--- src/shared/bcg_pkg.sv ---
// bcg_pkg: opcodes, queue geometry and field widths of the bus cycle generator
// assumes a single core_clk domain; shared by the design and its bench
package bcg_pkg;
  localparam int QUEUE_DEPTH = 16;
  localparam int QPTR_W = 4;
  localparam int ADDR_W = 32;
  localparam int DATA_W = 32;
  localparam int IDLE_W = 8;
  localparam logic [31:0] ADDR_RESET = 32'h0000_0000;
  localparam logic [31:0] PAGE_RESET = 32'h0000_0000;
  localparam logic [3:0] MASK_RESET = 4'hF;
  localparam logic [1:0] SIZE_RESET = 2'h2;
  localparam logic [7:0] IDLE_ONE = 8'h01;

  typedef enum logic [3:0]
  {
    BCG_CMD_NONE = 4'h0,
    BCG_CMD_SET_ADDR = 4'h1,
    BCG_CMD_SET_PAGE = 4'h2,
    BCG_CMD_SET_SIZE = 4'h3,
    BCG_CMD_SET_BYTES = 4'h4,
    BCG_CMD_RD = 4'h5,
    BCG_CMD_CRD = 4'h6,
    BCG_CMD_WR = 4'h7,
    BCG_CMD_FWR = 4'h8,
    BCG_CMD_IDLE = 4'h9,
    BCG_CMD_SWAP = 4'hA
  } bcg_cmd_t;

  typedef enum logic [1:0]
  {
    BCG_OP_IDLE = 2'h0,
    BCG_OP_RD = 2'h1,
    BCG_OP_WR = 2'h2
  } bcg_op_t;

  typedef struct packed
  {
    bcg_op_t op;
    logic clf;
    logic lock;
    logic [31:0] addr;
    logic [3:0] lanes;
    logic [31:0] data;
    logic [31:0] care;
  } bcg_entry_t;
endpackage

--- src/verilog/bcg_bus_transactor.sv ---
// bcg_bus_transactor: command driven bus master with a circular queue that takes one or two entries per cycle
// assumes commands, wait and read data are synchronous to core_clk
`timescale 1ns/1ps
`default_nettype none
module bcg_bus_transactor
  import bcg_pkg::*;
(
  input wire logic core_clk,
  input wire logic reset_n,
  input wire logic enhanced_mode,
  input wire logic cmd_valid,
  input wire bcg_pkg::bcg_cmd_t cmd_code,
  input wire logic [31:0] cmd_arg,
  input wire logic [31:0] cmd_arg2,
  input wire logic [31:0] cmd_care,
  output logic cmd_ready,
  output logic [31:0] bus_addr,
  output logic [1:0] bus_size,
  output logic bus_req,
  output logic bus_write,
  output logic bus_seq,
  output logic bus_clf,
  output logic bus_lock,
  output logic [31:0] bus_wdata,
  output logic bus_wdata_oe,
  input wire logic [31:0] bus_rdata,
  input wire logic bus_wait,
  output logic read_error,
  output logic merge_error
);
  import bcg_pkg::*;

  ////////////////////////////////////////////////////////////////////////////
  // state
  typedef struct packed
  {
    logic [31:0] base;
    logic [31:0] page;
    logic [3:0] lanes;
    logic [QPTR_W-1:0] wr_ptr;
    logic [QPTR_W-1:0] rd_ptr;
    logic [QPTR_W:0] count;
    bcg_op_t last_op;
    logic [IDLE_W-1:0] idle_left;
    logic active;
    bcg_entry_t cur;
    logic seq;
    logic read_error;
    logic merge_error;
  } bcg_state_t;

  bcg_state_t st;
  bcg_state_t next_st;
  bcg_entry_t queue [QUEUE_DEPTH];
  bcg_entry_t push_a;
  bcg_entry_t push_b;
  logic [1:0] push_n;
  logic pop;
  logic is_op;
  logic full;
  logic rd_mismatch;

  assign full = (st.count > 5'(QUEUE_DEPTH - 2));
  assign is_op = (cmd_code == BCG_CMD_RD) || (cmd_code == BCG_CMD_CRD)
    || (cmd_code == BCG_CMD_WR) || (cmd_code == BCG_CMD_FWR)
    || (cmd_code == BCG_CMD_IDLE) || (cmd_code == BCG_CMD_SWAP);
  assign cmd_ready = !full;
  // cycle ends when wait is low; a popped entry is consumed then
  assign pop = (!st.active || !bus_wait) && (st.idle_left == 8'h00);
  assign rd_mismatch = ((bus_rdata ^ st.cur.data) & st.cur.care) != 32'h0;

  ////////////////////////////////////////////////////////////////////////////
  // command decode and queue/bus sequencing
  always_comb
  begin
    next_st = st;
    push_a = '0;
    push_b = '0;
    push_n = 2'h0;
    push_a.addr = st.base | st.page;
    push_a.lanes = st.lanes;
    push_a.data = cmd_arg;
    push_a.care = cmd_care;
    push_b = push_a;
    if (cmd_valid)
    begin
      unique case (cmd_code)
        BCG_CMD_SET_ADDR: next_st.base = cmd_arg;
        BCG_CMD_SET_PAGE: next_st.page = cmd_arg;
        BCG_CMD_SET_SIZE: next_st.lanes = {2'h0, cmd_arg[1:0]};
        BCG_CMD_SET_BYTES: next_st.lanes = cmd_arg[3:0];
        default: ;
      endcase
    end
    if (cmd_valid && is_op && !full)
    begin
      unique case (cmd_code)
        BCG_CMD_RD, BCG_CMD_CRD:
        begin
          push_a.op = BCG_OP_RD;
          push_a.clf = (cmd_code == BCG_CMD_CRD);
          push_n = 2'h1;
        end
        BCG_CMD_WR, BCG_CMD_FWR:
        begin
          push_a.op = BCG_OP_WR;
          push_a.clf = (cmd_code == BCG_CMD_FWR);
          push_a.care = 32'hFFFF_FFFF;
          push_n = 2'h1;
        end
        BCG_CMD_IDLE:
        begin
          push_a.op = BCG_OP_IDLE;
          push_a.data = {24'h0, cmd_arg[7:0]};
          push_n = (cmd_arg[7:0] == 8'h00) ? 2'h0 : 2'h1;
        end
        BCG_CMD_SWAP:
        begin
          push_a.op = BCG_OP_RD;
          push_a.lock = 1'b1;
          push_b.op = BCG_OP_WR;
          push_b.lock = 1'b1;
          push_b.data = cmd_arg2;
          push_b.care = 32'hFFFF_FFFF;
          push_n = 2'h2;
        end
        default: ;
      endcase
    end
    if (push_n != 2'h0)
    begin
      next_st.wr_ptr = st.wr_ptr + QPTR_W'(push_n);
      next_st.last_op = (push_n == 2'h2) ? BCG_OP_WR : push_a.op;
    end
    // completion of current cycle
    if (st.active && !bus_wait && st.cur.op == BCG_OP_RD && rd_mismatch)
      next_st.read_error = 1'b1;
    if (st.idle_left != 8'h00)
      next_st.idle_left = st.idle_left - 8'h01;
    if (pop)
    begin
      next_st.active = 1'b0;
      if (st.count != 5'h0)
      begin
        next_st.rd_ptr = st.rd_ptr + 4'h1;
        next_st.cur = queue[st.rd_ptr];
        if (queue[st.rd_ptr].op == BCG_OP_IDLE)
        begin
          next_st.idle_left = queue[st.rd_ptr].data[7:0] - IDLE_ONE;
          next_st.seq = 1'b0;
        end
        else if (st.active && st.cur.op != queue[st.rd_ptr].op && !st.cur.lock)
        begin
          // direction flip inside a burst: stall one idle cycle, retry later
          next_st.rd_ptr = st.rd_ptr;
          next_st.cur.op = BCG_OP_IDLE;
          next_st.seq = 1'b0;
          next_st.merge_error = 1'b1;
        end
        else
        begin
          next_st.active = 1'b1;
          // no address or line-fill check on sequential beats
          next_st.seq = st.active && (st.cur.op == queue[st.rd_ptr].op);
        end
      end
      else
      begin
        next_st.cur.op = BCG_OP_IDLE;
        next_st.seq = 1'b0;
      end
    end
    next_st.count = st.count + 5'(push_n) - ((pop && next_st.rd_ptr != st.rd_ptr) ? 5'h1 : 5'h0);
  end

  always_ff @(posedge core_clk or negedge reset_n)
  begin
    if (!reset_n)
    begin
      st <= '0;
      st.base <= ADDR_RESET;
      st.page <= PAGE_RESET;
      st.lanes <= MASK_RESET;
    end
    else
      st <= next_st;
  end

  // queue storage, written one or two entries per push
  always_ff @(posedge core_clk)
  begin
    if (push_n != 2'h0)
      queue[st.wr_ptr] <= push_a;
    if (push_n == 2'h2)
      queue[st.wr_ptr + 4'h1] <= push_b;
  end

  ////////////////////////////////////////////////////////////////////////////
  // bus outputs
  always_comb
  begin
    bus_req = st.active;
    bus_write = st.active && (st.cur.op == BCG_OP_WR);
    bus_seq = st.active && st.seq;
    bus_clf = st.active && st.cur.clf;
    bus_lock = st.active && st.cur.lock;
    bus_wdata = st.cur.data;
    bus_wdata_oe = bus_write;
    if (enhanced_mode)
    begin
      bus_addr = {st.cur.addr[31:2], st.cur.lanes[1:0]};
      bus_size = st.cur.lanes[3:2];
    end
    else
    begin
      bus_addr = st.cur.addr;
      bus_size = st.cur.lanes[1:0];
    end
    read_error = st.read_error;
    merge_error = st.merge_error;
  end
endmodule // bcg_bus_transactor
`default_nettype wire

--- config.mk ---
export PLATFORM = sky130hd
export DESIGN_NAME = bcg_bus_transactor
export DESIGN_NICKNAME = d
export VERILOG_FILES = /design/src/shared/bcg_pkg.sv /design/src/verilog/bcg_bus_transactor.sv
export SDC_FILE = /design/constraint.sdc
export NUM_CORES = 2
export LEC_CHECK = 0
export ABC_AREA = 1
export BUFFER_PORTS_ARGS = -buffer_cell sky130_fd_sc_hd__clkbuf_2
export CAP_MARGIN = 5
export CORE_ASPECT_RATIO = 0.5
export CORE_MARGIN = 8
export CORE_UTILIZATION = 35
export CTS_BUF_LIST = sky130_fd_sc_hd__clkbuf_2
export CTS_CLUSTER_DIAMETER = 30
export CTS_CLUSTER_SIZE = 28
export DETAILED_ROUTE_END_ITERATION = 8
export PLACE_DENSITY_LB_ADDON = 0.15
export SYNTH_ARGS = -nofsm -noshare
export SYNTH_HDL_FRONTEND = slang
export SYNTH_SLANG_ARGS = --single-unit
--- constraint.sdc ---
create_clock -name core_clk -period 4.95 [get_ports core_clk]
set_clock_uncertainty 0.05 [all_clocks]
set_input_delay 0.99 -clock core_clk [delete_from_list [all_inputs] [get_ports core_clk]]
set_output_delay 0.99 -clock core_clk [all_outputs]
set_load 0.01 [all_outputs]
==> After elaboration in Yosys (flattened, before gate mapping) <==
Memories as Yosys holds them, arrays and structs flattened.
Cells that the tools add are included.
{ "classes": {"bitwise": 4, "n_eq_ne": 16, "add_sub_neg": 7, "reduce_logical": 41, "magnitude_cmp": 1, "muxes": 39} }
{ "ops": {"columns": ["cell", "n"], "rows": [
  ["$mux 64", 3],
  ["$mux 114", 1],
  ["$mux 102", 1],
  ["$mux 32", 2],
  ["$and 32x32->32", 1],
  ["$or 32x32->32", 1],
  ["$reduce_bool 32->1", 1],
  ["$xor 32x32->32", 1],
  ["$mux 4", 5],
  ["$eq 4x3->1 const B", 4],
  ["$logic_not 8->1", 2],
  ["$mux 8", 2],
  ["$sub 8x1->8 const B", 2],
  ["$logic_and 1x1->1", 14],
  ["$mux 2", 7],
  ["$eq 4x4->1 const B", 3],
  ["$mux 1", 12],
  ["$mux 9", 1],
  ["$add 4x1->4 const B", 2],
  ["$eq 4x2->1 const B", 2],
  ["$pmux 4 s2", 1],
  ["$reduce_and 2->1", 4],
  ["$reduce_bool 8->1", 1],
  ["$logic_or 1x1->1", 6],
  ["23 further kinds", 29]
]} }
{ "word_totals": {"ramBits": 1664, "word_cells": 127, "register_bits": 197, "n_memories": 1, "input_bits": 137, "out_inout_bits": 75} }
{ "memory_table": {"columns": ["memory", "depth", "word_bits", "read_ports", "rd_ports_with_merged_regs", "wr", "line_no", "text"], "rows": [
  ["queue", 16, 104, 1, 0, 2, "bcg_bus_transactor.sv:54", "bcg_entry_t queue [QUEUE_DEPTH];"]
]} }

==> Depth between registers and ports, before layout <==
{ "logic_depth": {"word_depth": 12, "ltp_mapped": 22, "ltp_nobuf": 21} }

==> Worst setup path after synthesis <==
Ideal clock, no wire load.
{ "synth_timing": {"path_type": "input to register", "from": "in cmd_code[2]", "to": "mem queue[2][0] (netlist name), enable pin", "n_path_buf": 3, "path_stages": 15, "slack_ns": -0.142, "arrival_ns": 4.586, "setup_ns": 0.456, "t_required_ns": 4.444, "path_cell_list": "inv_1 nor2_2 inv_1 o22ai_1 nand3_1 inv_2 nand2_1 buf_4 nand2_4 buf_6 nand2_2 nor2_1 nor2_2 buf_2 inv_1"} }
{ "synth_rtl": {"columns": ["element", "line_no", "text"], "rows": [
  ["start, declared", "bcg_bus_transactor.sv:12", "input wire bcg_pkg::bcg_cmd_t cmd_code,"],
  ["end, declared", "bcg_bus_transactor.sv:54", null]
]} }

==> flow_summary.json <==
{
  "run_status": "complete, no violations",
  "yosys-top-cells-area": "edfxtp_1 57%, o21ai_0 12%, nor2_1 7.0%",
  "r2r_cells": 11,
  "wl_per_cell_um": 29.6,
  "drive_gt1_share_pct": 13.5,
  "ys_seq_elements": 1861,
  "remaining_drc_errors": 0,
  "insertion_delay_ns": 1.78,
  "drv_cap": 0,
  "root_buffer": "clkbuf_2",
  "max_freq_mhz": 219,
  "holdPathStages": 6,
  "cts_buffers": 335,
  "r2r_slack_ns": 0.38,
  "timing.rr.end": "queue[13][59]",
  "grt_pass1_wl_mm": 504,
  "finalSetupTns_ns": 0,
  "clock_path_buffers": 4,
  "total_power_uw": 31600,
  "vias_per_cell": 5.80,
  "holdBufCountCts": 124,
  "vias": 70400,
  "cts_tree": "done",
  "startpoint": "st[121]",
  "busiest_layer": "met2",
  "synth.net_count": 8698,
  "ys_warn_count": 0,
  "die_width_um": 717,
  "use_met2_pct": 39.0,
  "netlist-cell-type-count": 41,
  "cts.sinks": 1861,
  "cts_max_level": 5,
  "synth_cells": 8545,
  "gp_congestion": 0.880,
  "final_net_count": 8756,
  "setup_viol": 0,
  "antenna_found_initial": 14,
  "first_global_vias": 66800,
  "rsz0062_at_grt": "no",
  "met3_usage_pct": 6.16,
  "syn2layout_area_growth_pct": 12.1,
  "finalWorstPathRequiredPeriod_ns": 4.57,
  "synth_top_area_cell": "edfxtp_1",
  "timing.rr.start": "st[121]",
  "p_comb_share_pct": 6.1,
  "postCtsResizedCells": 0,
  "postCtsSetupBuffers": 0,
  "seq_area_frac_synth_pct": 63.5,
  "synth_commonest_cells": "2,014 x o21ai_0, 1,632 x edfxtp_1, 1,601 x nor2_1",
  "hold_viol": 0,
  "cp.arrival_ns": 6.09,
  "irDropWorstVdd_v": 0.000142,
  "yosys.area.top_type_share_pct": 57.0,
  "cp_data_required_time_ns": 6.47,
  "period_share_pct": 92.4,
  "power.switching_uw": 8710,
  "die_h_um": 366,
  "grt.total_usage_pct": 26.1,
  "crit_type": "reg2reg",
  "worstMarginPinSlew_ns": 1.23,
  "finalWirelength_mm": 359,
  "stdcell_count": 12100,
  "clockPowerShare_pct": 39.6,
  "intPower_uw": 22900,
  "synth.most_common_cell": "o21ai_0",
  "pwr_density_cell_nw_per_um2": 328,
  "endpoint_kind": "flip-flop",
  "slew_headroom_pct": 18.0,
  "initialDrtViolationCount": 8823,
  "power_leakage_uw": 0.0357,
  "holdPathEnd": "queue[12][32]",
  "firstDrtPassIters": 6,
  "antenna_left": 0,
  "grt_max_degree": 185,
  "fp.coreArea_um2": 244000,
  "pwr-share-seq_pct": 54.3,
  "fp-row-count": 128,
  "hold_class": "in2reg",
  "met1_usage_pct": 36.4,
  "cp-start-kind": "flip-flop",
  "place_inst": 11400,
  "die_area_um2": 263000,
  "drv_slew": 0,
  "grt_overflow_total": 0,
  "path_clk_slew_ns": 0.16,
  "port_buffers": 211,
  "syn-mean-instance-area_um2": 10.1,
  "cp_max_fo": 67,
  "min_from": "cmd_arg[0]",
  "num_io_pins": 212,
  "swShare_pct": 27.5,
  "synth_edf_count": 1632,
  "initial_core_util_pct": 35.3,
  "ys_async_sr_fraction_pct": 10.6,
  "synth-main-ff-cell": "edfxtp_1",
  "syn_area_um2": 85900,
  "dp_hpwl_mm": 202
}
## layout by cell type, fill, tap and decap left out, types with 57 or more instances in the layout
cell type	netlist	final
a31oi_1	75	75
dfrtp_1	193	189
o21ai_0	2014	2006
edfxtp_1	1632	1632
inv_1	303	276
clkbuf_2	0	586
o221ai_1	278	278
dlygate4sd3_1	0	123
nand2_1	772	757
nand3_1	248	246
nor2_1	1601	1580
o22ai_1	262	262
bufinv_16	0	57
buf_4	64	198
## critical path: stages (launching register included)
cell and delay [ns]:
dfrtp_1 0.43, ha_1 0.21, a41oi_1 0.50, nand3_1 0.32, inv_2 0.19, nand2_4 0.17, buf_12 0.27, nor2_4 0.57
clkinv_2 0.68, buf_4 0.43, o22ai_1 0.15, dlygate4sd3_1 0.57
## kinds of logic (layout without fill, tap and decap cells)
group           Yosys count  after routing  synth area share, %
fa+ha+maj                16             16                0.250
other cells               0              8                    0
xor+xnor                 19             19                0.194
compound gates         2764           2764                 18.0
buf+inv                1207           1541                 5.76
flops                  1861           1861                 63.5
simple gates           2678           2678                 12.3
## area by class of cell
cell class | count | area (µm²)
antenna | 8 | 20.0
sequential | 1861 | 54600
clock inverter | 237 | 2860
fill | 24100 | 147000
multi-input combinational | 5477 | 26600
tap | 3250 | 4070
timing repair buffer | 586 | 4870
inverter | 342 | 1420
clock buffer | 376 | 1880
## sequential cells by signal, indices dropped and copies added, names as in the netlist
name,cells
queue,1664
st,158
bus_wdata,32
push_a,4
bus_req,1
merge_error,1
read_error,1
## layer usage
metal,vias up,part of all wire [%]
met5,-,0.0070
met4,4,4.4
met3,632,10
met2,3680,43
met1,35400,42
li1,30700,-
## power groups by stage
| stage | clock network (µW) | registers [µW] | logic, µW |
|---|---|---|---|
| final | 12500 | 17200 | 1940 |
| after global routing | 13300 | 17200 | 2070 |
| after CTS | 12700 | 17200 | 1930 |
| after detailed placement | 0 | 17500 | 1840 |
| after global placement | 0 | 17500 | 1840 |
| after floorplan | 0 | 17500 | 898 |
## how the worst max path moves through the flow
| stage | cells past startpoint | to | slack (ns) |
|---|---|---|---|
| 4_1_cts | 3 | bus_write | 0.47 |
| 3_5_place_dp | 13 | queue[9][64] | 0.53 |
| 3_3_place_gp | 13 | queue[9][93] | 0.55 |
| 2_1_floorplan | 14 | queue[14][0] | 0.01 |
| 5_1_grt | 12 | queue[13][59] | 0.32 |
| 6_report | 11 | queue[13][59] | 0.38 |
## per-stage QoR
step                      hold slack (ns)  setup slack (ns)  area, µm²  utilization, %
after floorplan                     0.374            0.0122      85900               -
after global placement              0.386             0.552      90300            37.0
after detailed placement            0.392             0.527      90300            37.0
after CTS                          0.0275             0.470      96300            39.5
after global routing                0.172             0.319      96300            39.5
final                               0.236             0.376      96300            39.5
Power figures use the tool's default switching activity.
